## src/sbsr_params.svh

```systemverilog
// Constants of the status byte and service request block
`ifndef SBSR_PARAMS_SVH
`define SBSR_PARAMS_SVH

// ---------------------------------------------------------------
// Status byte bit positions
// ---------------------------------------------------------------
`define SBSR_BIT_ZERO0 0
`define SBSR_BIT_ZERO1 1
`define SBSR_BIT_ERRQ 2
`define SBSR_BIT_QUES 3
`define SBSR_BIT_OUTQ 4
`define SBSR_BIT_STDEV 5
`define SBSR_BIT_MASTER 6
`define SBSR_BIT_OPER 7

// ---------------------------------------------------------------
// Enable mask reset value and summary care mask
// ---------------------------------------------------------------
`define SBSR_MASK_RESET 8'h00
`define SBSR_SUMMARY_CARE 8'hBC

`endif

```

## src/sbsr_pkg.sv

```systemverilog
// Types of the status byte and service request block
package sbsr_pkg;
   typedef logic [7:0] sbsr_byte_t;
endpackage : sbsr_pkg

```

## src/sbsr_status_byte.sv

```systemverilog
// Status byte and service request logic
`timescale 1ns/10ps
`include "sbsr_params.svh"

// Overview of operation
// - Status byte bits 0 and 1 always read zero.
// - Bit 2 set while the error queue is not empty.
// - Bit 3 follows the questionable group summary.
// - Bit 4 set while response data waits in output queue.
// - Bit 5 follows the standard event group summary.
// - Bit 7 follows the operation group summary.
// - Bit 6 is the master summary of enabled reasons.
// - Rising summary bit starts a request if enabled and none pending.
// - Request stays pending until the controller serial polls the status byte.
// - Starting a request raises bus request line and request bit.
// - Serial poll returns full byte then clears only the request bit.
// - Query reads bit 6 as master summary, poll reads request bit.
// - Query returns set bits without clearing any of them.
// - Eight-bit enable mask written by the enable command.
// - Mask query returns the value last written.
// - Enable mask presets to all zeros.
// - Clear-status forces summaries low for its cycle and is echoed on clear_status_o a cycle later.
module sbsr_status_byte (
   input wire logic clk_i,
   input wire logic sys_rst_i,
   input wire logic err_queue_nonempty_i,
   input wire logic ques_summary_i,
   input wire logic output_queue_ready_i,
   input wire logic std_event_summary_i,
   input wire logic oper_summary_i,
   input wire logic mask_wr_i,
   input wire logic [7:0] mask_wdata_i,
   input wire logic serial_poll_i,
   input wire logic clear_status_i,
   output logic [7:0] poll_byte_o,
   output logic [7:0] query_byte_o,
   output logic [7:0] mask_rdata_o,
   output logic srq_o,
   output logic clear_status_o
);

   // ------------------------------------------------------------
   // Bit positions
   // ------------------------------------------------------------
   localparam int BIT_ZERO0 = `SBSR_BIT_ZERO0;
   localparam int BIT_ZERO1 = `SBSR_BIT_ZERO1;
   localparam int BIT_ERRQ = `SBSR_BIT_ERRQ;
   localparam int BIT_QUES = `SBSR_BIT_QUES;
   localparam int BIT_OUTQ = `SBSR_BIT_OUTQ;
   localparam int BIT_STDEV = `SBSR_BIT_STDEV;
   localparam int BIT_MASTER = `SBSR_BIT_MASTER;
   localparam int BIT_OPER = `SBSR_BIT_OPER;
   localparam sbsr_pkg::sbsr_byte_t CARE = `SBSR_SUMMARY_CARE;
   localparam sbsr_pkg::sbsr_byte_t MASK_RESET = `SBSR_MASK_RESET;

   // ------------------------------------------------------------
   // Position table
   // ------------------------------------------------------------
   localparam int POSITIONS [8] = '{
      BIT_ZERO0,
      BIT_ZERO1,
      BIT_ERRQ,
      BIT_QUES,
      BIT_OUTQ,
      BIT_STDEV,
      BIT_MASTER,
      BIT_OPER
   };

   // ------------------------------------------------------------
   // Elaboration checks
   // ------------------------------------------------------------
   for (genvar i = 0; i < 8; i++) begin : g_chk_pos
      if (POSITIONS[i] < 0 || POSITIONS[i] > 7) begin : g_range
         $error("status byte position outside the byte");
      end
      for (genvar j = i + 1; j < 8; j++) begin : g_unique
         if (POSITIONS[i] == POSITIONS[j]) begin : g_clash
            $error("two status byte positions coincide");
         end
      end
   end

   if (CARE[BIT_MASTER] != 1'b0) begin : g_chk_master
      $error("master summary position must not be a summary input");
   end

   if (CARE[BIT_ZERO0] != 1'b0) begin : g_chk_zero0
      $error("reserved position zero must stay out of the summary");
   end

   if (CARE[BIT_ZERO1] != 1'b0) begin : g_chk_zero1
      $error("reserved position one must stay out of the summary");
   end

   if (CARE[BIT_ERRQ] != 1'b1) begin : g_chk_errq
      $error("error queue position missing from the summary");
   end

   if (CARE[BIT_QUES] != 1'b1) begin : g_chk_ques
      $error("questionable position missing from the summary");
   end

   if (CARE[BIT_OUTQ] != 1'b1) begin : g_chk_outq
      $error("output queue position missing from the summary");
   end

   if (CARE[BIT_STDEV] != 1'b1) begin : g_chk_stdev
      $error("standard event position missing from the summary");
   end

   if (CARE[BIT_OPER] != 1'b1) begin : g_chk_oper
      $error("operation position missing from the summary");
   end

   if (MASK_RESET != 8'h00) begin : g_chk_reset
      $error("enable mask must preset to zero");
   end

   // ------------------------------------------------------------
   // Registers
   // ------------------------------------------------------------
   sbsr_pkg::sbsr_byte_t mask_ff;
   sbsr_pkg::sbsr_byte_t poll_byte_ff;
   sbsr_pkg::sbsr_byte_t query_byte_ff;
   logic request_service_bit_ff;
   logic clear_status_ff;

   // ------------------------------------------------------------
   // Next values
   // ------------------------------------------------------------
   sbsr_pkg::sbsr_byte_t nxt_mask;
   sbsr_pkg::sbsr_byte_t nxt_poll_byte;
   sbsr_pkg::sbsr_byte_t nxt_query_byte;
   logic nxt_request_service_bit;
   logic nxt_clear_status;

   // ------------------------------------------------------------
   // Input and strobe wires
   // ------------------------------------------------------------
   wire logic err_bit;
   wire logic ques_bit;
   wire logic outq_bit;
   wire logic stdev_bit;
   wire logic oper_bit;
   wire logic clear_now;
   wire logic mask_load;
   wire logic poll_now;

   // ------------------------------------------------------------
   // Byte and decision wires
   // ------------------------------------------------------------
   wire sbsr_pkg::sbsr_byte_t summary_raw;
   wire sbsr_pkg::sbsr_byte_t summary_now;
   wire sbsr_pkg::sbsr_byte_t rising;
   wire sbsr_pkg::sbsr_byte_t enabled_rise;
   wire sbsr_pkg::sbsr_byte_t enabled_level;
   wire sbsr_pkg::sbsr_byte_t query_byte;
   wire sbsr_pkg::sbsr_byte_t poll_byte;
   wire logic master_summary_bit;
   wire logic any_enabled_rise;
   wire logic request_pending;
   wire logic start_request;
   wire logic clear_request;

   // ------------------------------------------------------------
   // Inputs
   // ------------------------------------------------------------
   assign err_bit = err_queue_nonempty_i;
   assign ques_bit = ques_summary_i;
   assign outq_bit = output_queue_ready_i;
   assign stdev_bit = std_event_summary_i;
   assign oper_bit = oper_summary_i;
   assign clear_now = clear_status_i;
   assign mask_load = mask_wr_i;
   assign poll_now = serial_poll_i;

   // ------------------------------------------------------------
   // Status byte assembly
   // ------------------------------------------------------------
   assign summary_raw[BIT_ZERO0] = 1'b0;
   assign summary_raw[BIT_ZERO1] = 1'b0;
   assign summary_raw[BIT_ERRQ] = err_bit;
   assign summary_raw[BIT_QUES] = ques_bit;
   assign summary_raw[BIT_OUTQ] = outq_bit;
   assign summary_raw[BIT_STDEV] = stdev_bit;
   assign summary_raw[BIT_MASTER] = 1'b0;
   assign summary_raw[BIT_OPER] = oper_bit;

   // ------------------------------------------------------------
   // Clear-status gating
   // ------------------------------------------------------------
   // Clear-status forces summaries low for its cycle
   assign summary_now = clear_now ? 8'h00 : (summary_raw & CARE);

   // ------------------------------------------------------------
   // Per-bit edge detection and selection
   // ------------------------------------------------------------
   for (genvar b = 0; b < 8; b++) begin : g_bit
      localparam bit IS_MASTER = (b == BIT_MASTER);
      localparam bit BIT_CARE = CARE[b];
      logic bit_prev_ff;
      wire logic bit_now;
      wire logic bit_mask;
      wire logic bit_rise;
      wire logic bit_armed;

      assign bit_now = summary_now[b];
      assign bit_mask = mask_ff[b];
      assign bit_rise = bit_now & ~bit_prev_ff;
      assign bit_armed = bit_mask & BIT_CARE;

      always_ff @(posedge clk_i) begin
         if (sys_rst_i) begin
            bit_prev_ff <= 1'b0;
         end else begin
            bit_prev_ff <= bit_now;
         end
      end

      assign rising[b] = bit_rise;
      assign enabled_rise[b] = bit_rise & bit_armed;
      assign enabled_level[b] = bit_now & bit_armed;
      assign query_byte[b] = IS_MASTER ? master_summary_bit :
                             bit_now;
      assign poll_byte[b] = IS_MASTER ? request_service_bit_ff :
                            bit_now;
   end

   // ------------------------------------------------------------
   // Request decision
   // ------------------------------------------------------------
   assign master_summary_bit = |enabled_level;
   assign any_enabled_rise = |enabled_rise;
   assign request_pending = request_service_bit_ff;
   assign start_request = any_enabled_rise & ~request_pending;
   assign clear_request = poll_now & ~start_request;

   // ------------------------------------------------------------
   // Next-state logic
   // ------------------------------------------------------------
   always_comb begin
      nxt_mask = mask_ff;
      if (mask_load) begin
         nxt_mask = mask_wdata_i;
      end
   end

   always_comb begin
      nxt_request_service_bit = request_service_bit_ff;
      if (clear_request) begin
         nxt_request_service_bit = 1'b0;
      end
      if (start_request) begin
         nxt_request_service_bit = 1'b1;
      end
   end

   always_comb begin
      nxt_poll_byte = poll_byte_ff;
      if (poll_now) begin
         nxt_poll_byte = poll_byte;
      end
   end

   always_comb begin
      nxt_query_byte = query_byte;
   end

   always_comb begin
      nxt_clear_status = clear_now;
   end

   // ------------------------------------------------------------
   // Enable mask register
   // ------------------------------------------------------------
   always_ff @(posedge clk_i) begin
      if (sys_rst_i) begin
         mask_ff <= MASK_RESET;
      end else begin
         mask_ff <= nxt_mask;
      end
   end

   // ------------------------------------------------------------
   // Request bit register
   // ------------------------------------------------------------
   always_ff @(posedge clk_i) begin
      if (sys_rst_i) begin
         request_service_bit_ff <= 1'b0;
      end else begin
         request_service_bit_ff <= nxt_request_service_bit;
      end
   end

   // ------------------------------------------------------------
   // Poll byte register
   // ------------------------------------------------------------
   always_ff @(posedge clk_i) begin
      if (sys_rst_i) begin
         poll_byte_ff <= 8'h00;
      end else begin
         poll_byte_ff <= nxt_poll_byte;
      end
   end

   // ------------------------------------------------------------
   // Query byte register
   // ------------------------------------------------------------
   always_ff @(posedge clk_i) begin
      if (sys_rst_i) begin
         query_byte_ff <= 8'h00;
      end else begin
         query_byte_ff <= nxt_query_byte;
      end
   end

   // ------------------------------------------------------------
   // Clear-status pulse register
   // ------------------------------------------------------------
   always_ff @(posedge clk_i) begin
      if (sys_rst_i) begin
         clear_status_ff <= 1'b0;
      end else begin
         clear_status_ff <= nxt_clear_status;
      end
   end

   // ------------------------------------------------------------
   // Outputs
   // ------------------------------------------------------------
   assign poll_byte_o = poll_byte_ff;
   assign query_byte_o = query_byte_ff;
   assign mask_rdata_o = mask_ff;
   assign srq_o = request_service_bit_ff;
   assign clear_status_o = clear_status_ff;

endmodule : sbsr_status_byte

```

## config.mk

```make
export PLATFORM = sky130hd
export DESIGN_NAME = sbsr_status_byte
export DESIGN_NICKNAME = d
export VERILOG_FILES = /design/src/sbsr_pkg.sv /design/src/sbsr_status_byte.sv
export VERILOG_INCLUDE_DIRS = /design/src /design/src/src
export SDC_FILE = /design/constraint.sdc
export NUM_CORES = 1
export LEC_CHECK = 0
export BUFFER_PORTS_ARGS = -buffer_cell sky130_fd_sc_hd__buf_2
export CORE_MARGIN = 3
export CORE_UTILIZATION = 50
export CTS_BUF_LIST = sky130_fd_sc_hd__clkbuf_2
export DETAILED_ROUTE_END_ITERATION = 8
export GPL_TIMING_DRIVEN = 0
export PLACE_DENSITY = 0.94
export SYNTH_ARGS = -nofsm -noshare
export SYNTH_HDL_FRONTEND = slang
export SYNTH_SLANG_ARGS = --single-unit
```

## constraint.sdc

```tcl
create_clock -name clk_i -period 1.6 [get_ports clk_i]
set_clock_uncertainty 0.05 [all_clocks]
set_input_delay 0.08 -clock clk_i [delete_from_list [all_inputs] [get_ports clk_i]]
set_output_delay 0.08 -clock clk_i [all_outputs]
set_load 0.005 [all_outputs]
```

After elaboration in Yosys (flattened, before gate mapping)
Cells that the tools add are included.
W data, S select, Z words.
Word-level totals
  register bits: 31
  latch bits: 0
  RAM bits: 0
  bits in read-only memories: 0
  input port bits: 18
  output and inout bits: 26
  word-level logic and storage cells: 40
  memories: 0
Operators by class
  add/sub/neg operators: 0
  multipliers: 0
  div/mod/pow operators: 0
  magnitude comparators: 0
  equality and inequality tests: 0
  shifts and indexed selects: 0
  muxes and demuxes: 3
  bitwise gates (word level): 24
  reductions and logical operators: 3
Operators with widths (number)
  $and A1 B1 Y1: 17
  $reduce_or A5 Y1: 2
  $mux W8: 1
  $not A1 Y1: 7
  $mux W1: 2
  $reduce_bool A2 Y1: 1

Depth between registers and ports, before layout
Gate-level depths: netlist of the first run.
  word-level depth: 9
  mapped depth: 4
  gate-level depth less buffers: 3

Worst setup path after synthesis of the first run
No wires, ideal clock.
  path kind: reg-to-reg
  start point: register mask_ff[3] (netlist: mask_rdata_o[3])
  end point: register request_service_bit_ff (netlist: srq_o)
  library setup time: 134 ps
  arrival: 852 ps
  data required time: 1416 ps
  setup slack: 564 ps
  stages on the path, launching flop included: 4
  path buffers: 0
  clock period less this slack: 1036 ps
  path through: dfxtp_1 -> and4bb_1 -> nor4_2 -> a221oi_2
On the way
  longest elaborated chain between the ends: 6
  elaborated cells on any way between the ends: 7
  those cells by class: mux (1); bitwise (4); reduce/logical (2)
Ends and longest elaborated chain
  start: declaration: line sbsr_status_byte.sv:123  | sbsr_pkg::sbsr_byte_t mask_ff;
  start signal: assignment: line sbsr_status_byte.sv:281  | mask_ff <= nxt_mask;
  $and A1 B1 Y1 *: line sbsr_status_byte.sv:222  | assign enabled_rise[b] = bit_rise & bit_armed;
  $reduce_or A5 Y1 *: line sbsr_status_byte.sv:234  | assign any_enabled_rise = |enabled_rise;
  $and A1 B1 Y1 *: line sbsr_status_byte.sv:236  | assign start_request = any_enabled_rise & ~request_pending;
  $not A1 Y1: line sbsr_status_byte.sv:237  | assign clear_request = poll_now & ~start_request;
  $and A1 B1 Y1: line sbsr_status_byte.sv:237
  $reduce_bool A2 Y1 (no source line)
  end signal: assignment: line sbsr_status_byte.sv:292  | request_service_bit_ff <= nxt_request_service_bit;
  end: declaration: line sbsr_status_byte.sv:126  | logic request_service_bit_ff;
Mark *: on every way between the ends. The rest lies on a longest branch, timed or not.
A chain may end at the register's enable or synchronous reset.

Worst setup path in the final report of the first run
  start point: input clear_status_i
  end point: register query_byte_ff[3] (netlist: query_byte_o[3])
On the way
  longest elaborated chain between the ends: 1
Ends and longest elaborated chain
  start: declaration: line sbsr_status_byte.sv:34  | input wire logic clear_status_i,
  $mux W8: line sbsr_status_byte.sv:194  | assign summary_now = clear_now ? 8'h00 : (summary_raw & CARE);
  end signal: assignment: line sbsr_status_byte.sv:314  | query_byte_ff <= nxt_query_byte;
  end: declaration: line sbsr_status_byte.sv:125  | sbsr_pkg::sbsr_byte_t query_byte_ff;
Every way passes these cells.

==> qor.txt, run 1 <==
===========================================================================
Std-Cell Core Area ........................................... 0.00159 mm^2
Highest ir drop seen on vdd ..................................     0.674 mV
Maximum level of the CTS H-tree ..............................            1
Yosys synthesis warning count ................................            0
CTS root buf .................................................     clkbuf_2
Type of the worst setup path .................................       in2reg
Most frequent CP cell ........................................ dlygate4sd3_1
Critical path data arrival time ..............................      1570 ps
Die height ...................................................      48.4 um
Layout cell share with drive strength beyond 1 ...............        37.4%
Sw frac ......................................................        23.0%
Fill cell instance count of the final layout .................           96
Part of the cycle the worst path needs .......................        82.0%
Number of setup violations in the final report ...............            0
Mean instance size in the synthesized netlist ................    10.2 um^2
Reg-to-reg critical path startpoint .......................... query_byte_o[3]
Pint .........................................................     0.897 mW
Number of cells on the worst hold path .......................            2
Vias per inst ................................................         4.89
Number of placement rows .....................................           14
Total Wirelength .............................................      2290 um
Worst Hold Class .............................................       in2reg
DR pass1 iterations ..........................................            4
Starting DRT DRC Count .......................................           18
Number of antenna repair diodes ..............................            0
Count of different cell masters after synthesis ..............           22
Maximum achievable frequency .................................      762 MHz
Beginning of the worst hold path .............................    sys_rst_i
PortBufs .....................................................           36
Sequential group share of total power ........................        51.2%
# Max-Cap Violations .........................................            0
Maximum clock insertion buffer count .........................            2
Mapped Area ..................................................     900 um^2
Average detailed-routed wire length per instance .............      13.4 um
Type of origin of the critical path .......................... primary input
Detailed placement HPWL ......................................      1450 um
Power dissipated by switching net loads ......................     0.268 mW
Clock power share ............................................        33.4%
Area overhead of the layout relative to synthesis ............        47.4%
Combinational fraction of design power .......................        15.4%
Status ....................................................... finished clean
Clock Latency Late Sink ......................................       340 ps
Number of remaining DRC errors ...............................            0
Initial cell density of the core .............................        56.4%
Clock transition at the registers of the reported paths ......       210 ps
GRT Util Overall .............................................        21.2%
Number of vias in the routed layout ..........................          837
Largest fanout on the critical path ..........................           10
Hold Fails Final Rpt .........................................            0
Slowest cell delay on critical path ..........................       580 ps
Overflow after GRT ...........................................            0
Routability congestion estimate ..............................        0.776
Fraction of the yosys area taken by sequential cells .........        49.0%
Wire length of the first global-routing pass .................      3910 um
Antenna violations before repair .............................            0
Number of nets with antenna violations after routing .........            0
RSZ-0062 raised after global routing .........................           no
Non-filler instance count after layout .......................          171
Die Outline Area ............................................. 0.00234 mm^2
Cts bufs inserted ............................................            3
WHS Endpoint ................................................. poll_byte_o[5]
Slew Viols, Final ............................................            0
Worst setup EP type ..........................................     register
Ordered list of cells on the worst path ...................... dlygate4sd3_1, buf_2, nor3b_1, dlygate4sd3_1
Worst r2r path cells .........................................            3
Req. time, crit path .........................................      1860 ps
R2R Path End .................................................        srq_o
Cell Pwr Density .............................................  878 mW/mm^2
Via count of the first global-routing pass ...................          860
Shortest period the worst path allows ........................      1310 ps
Slack of the worst reg-to-reg path ...........................       430 ps
Final standard cell utilization of the core ..................        83.2%
TritonCTS clock tree .........................................        built
Worst-path cell with the longest stage delay ................. dlygate4sd3_1
Final total power ............................................      1.16 mW
Top-level I/O count ..........................................           44
Total clock sinks ............................................           22
Static leakage ...............................................     0.666 nW
Fin Setup TNS ................................................         0 ps
Nets .........................................................          166
# placed instances ...........................................          151
Post-synthesis sequential element count ......................           22
Number of standard cells after synthesis .....................           88
Width of the die .............................................      48.4 um
Maximum number of pins on one net before global-route repair .           14
===========================================================================
## synth_stat cells, drive strengths merged
cell type / n / area share [%]
clkbuf: 1 / 0.42
conb: 1 / 0.42
nand2b: 2 / 1.4
nor2: 13 / 5.4
and2: 4 / 2.8
buf: 12 / 9.2
mux2i: 9 / 10
a221oi: 1 / 1.7
nand3b: 4 / 3.3
a21o: 1 / 0.83
and4bb: 3 / 4.2
a222oi: 1 / 1.1
nor2b: 4 / 2.8
a22oi: 1 / 0.83
dfxtp: 22 / 49
a21boi: 1 / 0.83
nor4: 1 / 1.4
nor3b: 1 / 0.83
and2b: 1 / 0.83
a21oi: 5 / 2.8
## worst max-delay path by stage
stage / cells past startpoint / from / endpoint
after floorplan: 3 / mask_rdata_o[3] / srq_o
after global placement: 3 / mask_rdata_o[3] / srq_o
after detailed placement: 3 / query_byte_o[3] / srq_o
after CTS: 4 / clear_status_i / query_byte_o[3]
after global routing: 4 / clear_status_i / query_byte_o[3]
final: 4 / clear_status_i / query_byte_o[3]
## kinds of logic after synthesis
logic type / count (synthesis) / synth area share, %
buf+inv: 13 / 9.60
mux: 9 / 10.0
flops: 22 / 49.0
simple gates: 33 / 22.9
compound gates: 10 / 8.07
other cells: 1 / 0.417
## through the flow
| stage | hold WS, ps | area [um^2] | worst slack [ps] |
|---|---|---|---|
| floorplan | 106 | 911 | 564 |
| global placement | 263 | 1120 | 543 |
| detailed placement | 275 | 1120 | 516 |
| CTS | 31.1 | 1330 | 317 |
| global route | 55.0 | 1330 | 268 |
| finish | 32.3 | 1330 | 288 |
## routing by layer
layer | global-route usage [%] | vias to the layer above | routed length, um
met3 | 3.07 | 6 | 146
met4 | 11.8 | 0 | 74
met1 | 24.3 | 380 | 933
li1 | - | 406 | -
met5 | 0 | - | 0
met2 | 37.6 | 45 | 1140
## flip-flops by register name, summed over array words and instances (netlist names)
| name | count |
|---|---|
| query_byte_o | 6 |
| poll_byte_o | 6 |
| srq_o | 1 |
| clear_status_o | 1 |
| mask_rdata_o | 8 |
## cells in the final DEF (no fill, tap or decap)
cell / count
clkbuf_2: 3
nor2b_1: 4
and4bb_1: 2
bufinv_16: 1
a21boi_0: 1
a21o_1: 1
and4bb_2: 1
mux2i_1: 9
conb_1: 4
nand3b_1: 4
and2_1: 4
buf_2: 39
a221oi_2: 1
buf_4: 9
and2b_1: 1
nor2_1: 13
nor4_2: 1
nand2b_1: 2
a22oi_1: 1
a222oi_1: 1
dfxtp_1: 22
a21oi_1: 5
dlygate4sd3_1: 16
nor3b_1: 1
clkbuf_1: 1
## critical path: cells and delay by family
kind / cells / cell delay, ps
buffers and inverters: 3 / 1290
AND/OR/NAND/NOR: 1 / 200
## what timing repair did
item	CTS	global route
resized for setup	0	0
endpoints found under the hold margin	20	0
hold buffers	16	0
setup buffers	0	0
## power groups by stage
| stage | clock (mW) | sequential, mW | combinational (mW) |
|---|---|---|---|
| after CTS | 0.387 | 0.595 | 0.175 |
| final | 0.389 | 0.596 | 0.180 |
| after global routing | 0.413 | 0.601 | 0.196 |
| after detailed placement | 0 | 0.606 | 0.145 |
| after floorplan | 0 | 0.606 | 0.0804 |
| after global placement | 0 | 0.605 | 0.140 |
## cell type report
class	count	area (um^2)	area share, %
tap	24	30.0	2.26
multi-input combinational	56	384	29.0
buffer	13	86.3	6.51
clock buffer	3	15.0	1.13
timing repair buffer	52	340	25.7
clock inverter	1	30.0	2.26
sequential	22	440	33.2
Note: power is estimated with default switching activity, not from simulation.
==> inputs of run 2 (changes only) <==
ABC_AREA = 1   (was not set)
CORE_UTILIZATION = 46   (was 50)
PLACE_DENSITY = 0.88   (was 0.94)
clock period = 1.3 ns   (was 1.6 ns; I/O delays follow)
==> run 2 against run 1 <==
Effect of this change:
- clock power down 34%
- flip-flop and latch count unchanged
- setup slack worse by 250 ps
- register-to-register slack worse by 390 ps
- global-route usage down 1.8 points
- non-clock buffer count up 5
- via count up 13%
- sequential power up 24%
- first-iteration DRC count up 33%
- total power up 6.4%
- critical path depth down 1
- wire length down 3.6%
- highest routed layer unchanged
==> qor.txt, run 2 <==
=====================================================================================
Area overhead of the layout relative to synthesis ......................        49.6%
WHS Endpoint ........................................................... query_byte_o[4]
Top-level I/O count ....................................................           44
Number of nets with antenna violations after routing ...................            0
Final instance area .................................................... 0.00133 mm^2
Number of cells on the worst hold path .................................            5
GRT Util Overall .......................................................        19.3%
Wire length of the first global-routing pass ...........................      3710 um
Number of flip-flops under the largest register name ...................            8
Worst r2r path cells ...................................................            3
Yosys synthesis warning count ..........................................            0
Die Outline Area ....................................................... 0.00250 mm^2
Routability congestion estimate ........................................        0.798
Total Wirelength .......................................................      2210 um
Total clock sinks ......................................................           22
Part of the cycle the worst path needs .................................        97.0%
Global-route met3 utilization ..........................................        3.32%
Number of enable flip-flop cells after synthesis .......................            0
Ys async rst share .....................................................           0%
Initial cell density of the core .......................................        50.0%
Std-Cell Core Area ..................................................... 0.00178 mm^2
Average detailed-routed wire length per instance .......................      10.8 um
Largest fanout on the critical path ....................................            3
Dominant cell type by area after synthesis .............................      dfxtp_1
Nets ...................................................................          198
Clock Latency Late Sink ................................................       310 ps
Fill cell instance count of the final layout ...........................          138
Maximum number of pins on one net before global-route repair ...........           13
Maximum achievable frequency ...........................................      793 MHz
Most frequent standard cell in the layout excluding fill and tap cells .        buf_2
Type of origin of the critical path ....................................     register
Post-synthesis sequential element count ................................           22
Antenna violations before repair .......................................            0
PortBufs ...............................................................           38
Worst setup EP type ....................................................     register
Final standard cell utilization of the core ............................        74.7%
Number of placement rows ...............................................           15
Yosys top cell area share ..............................................        49.4%
Die height .............................................................      50.0 um
Standard cell area after detailed placement ............................ 0.00112 mm^2
Top-count cell post-synth ..............................................       nor2_1
Starting DRT DRC Count .................................................           24
Worst Hold Class .......................................................       in2reg
Type of the worst setup path ...........................................      reg2reg
Ordered list of cells on the worst path ................................ nand2_1, a21oi_1, dlygate4sd3_1
Number of remaining DRC errors .........................................            0
Shortest period the worst path allows ..................................      1260 ps
Status ................................................................. finished clean
Met1 usage in global routing ...........................................        19.9%
Beginning of the worst hold path ....................................... output_queue_ready_i
Static leakage .........................................................     0.700 nW
Fin Setup TNS ..........................................................         0 ps
Mean instance size in the synthesized netlist ..........................    7.75 um^2
Req. time, crit path ...................................................      1530 ps
Worst hold slack .......................................................      18.9 ps
Critical path data arrival time ........................................      1490 ps
Fraction of the yosys area taken by sequential cells ...................        49.4%
Post-CTS Resized .......................................................            0
# Max-Cap Violations ...................................................            0
Vias per inst ..........................................................         4.65
RSZ-0062 raised after global routing ...................................           no
Number of standard cells after synthesis ...............................          115
Layout cell share with drive strength beyond 1 .........................        33.0%
Count of different cell masters after synthesis ........................           16
Number of vias in the routed layout ....................................          949
Commonest cells post-synth ............................................. 23 x nor2_1, 22 x dfxtp_1, 14 x inv_1
Maximum clock insertion buffer count ...................................            2
Cts bufs inserted ......................................................            3
Final total power ......................................................      1.24 mW
Detailed placement HPWL ................................................      1550 um
CTS root buf ...........................................................     clkbuf_2
Slowest cell delay on critical path ....................................       550 ps
Most utilized layer in the global route result .........................         met2
Met2 usage .............................................................        36.3%
Slew Viols, Final ......................................................            0
Clock transition at the registers of the reported paths ................       190 ps
Slack of the worst reg-to-reg path .....................................        40 ps
Most used flip-flop cell after synthesis ...............................      dfxtp_1
Via count of the first global-routing pass .............................          922
First element of the critical path .....................................        srq_o
Overflow after GRT .....................................................            0
Number of antenna repair diodes ........................................            0
Number of setup violations in the final report .........................            0
Maximum level of the CTS H-tree ........................................            1
Cell Pwr Density .......................................................  930 mW/mm^2
DR pass1 iterations ....................................................            4
Width of the die .......................................................      50.0 um
Reg-to-reg critical path startpoint ....................................        srq_o
Commonest non-fill, non-tap cells in the layout ........................ 40 x buf_2, 23 x nor2_1, 22 x dfxtp_1
Dominant cells by area after synthesis ................................. dfxtp_1 49%, nor2_1 9.7%, buf_4 7.6%, o21ai_0 7.3%, a21oi_1 6.2%
Highest ir drop seen on vdd ............................................     0.843 mV
Hold Fails Final Rpt ...................................................            0
Mapped Area ............................................................     891 um^2
R2R Path End ........................................................... poll_byte_o[6]
Post-CTS setup buffer count ............................................            0
TritonCTS clock tree ...................................................        built
Worst-path cell with the longest stage delay ........................... dlygate4sd3_1
=====================================================================================
[run 2: cell types whose count changed in the layout (fill, tap and decap cells not counted), sizes merged, moves of 4 or more]
| cell | change |
|---|---|
| a21oi | +6 |
| and2 | -4 |
| inv | +16 |
| mux2i | -9 |
| nand2 | +11 |
| nand3b | -4 |
| nor2 | +10 |
| nor2b | -4 |
| o21ai | +13 |
[run 2: area by class of cell]
class                   instances  area (um^2)  share of cell area, %
clock inverters                 1         3.75                  0.282
inverters                      16         60.1                   4.51
repair buffers                 57          380                   28.5
well taps                      25         31.3                   2.35
clock buffers                   3         15.0                   1.13
multi-input cells              67          302                   22.6
plain buffers                  13          100                   7.51
flip-flops and latches         22          440                   33.1
[run 2: repair_timing]
item                                    CTS  global route
endpoints found under the setup margin    0             0
hold buffers                             19             0
hold endpoints to repair                 22             0
[run 2: where the power goes]
group | internal (mW) | total (mW) | switching, mW
registers | 0.717 | 0.741 | 0.0235
clock network | 0.0669 | 0.256 | 0.189
logic | 0.134 | 0.242 | 0.109
[run 2: stage by stage]
stage | std cells | worst slack (ps)
after floorplan | 118 | 470
after global placement | 181 | 455
after detailed placement | 181 | 407
after CTS | 204 | 56.9
after global routing | 204 | 2.75
final | 204 | 39.0
[run 2: critical path: cells and delay by family (launching register included)]
kind                   cells  cell delay, ps
buffers and inverters      1             550
DFF                        1             390
AOI/OAI and AO/OA          1             140
and+or+nand+nor            1              80
[run 2: how the worst max path moves through the flow]
stage                     endpoint  depth (start not counted)
finish              poll_byte_o[6]                          3
global route        poll_byte_o[6]                          3
CTS                 poll_byte_o[6]                          3
detailed placement           srq_o                          4
global placement             srq_o                          4
floorplan                    srq_o                          4
[run 2: logic make-up after synthesis]
group,after synthesis,synth area share (%)
other,1,0.421
DFF,22,49.4
and+or+nand+nor,38,18.0
AOI/OAI and AO/OA,25,14.2
buffers and inverters,29,18.0
[run 2: routing by layer]
| metal | share of wire [%] | wire length, um |
|---|---|---|
| met1 | 39 | 867 |
| met2 | 51 | 1130 |
| met3 | 7.3 | 162 |
| met4 | 2.3 | 50 |
| met5 | 0 | 0 |
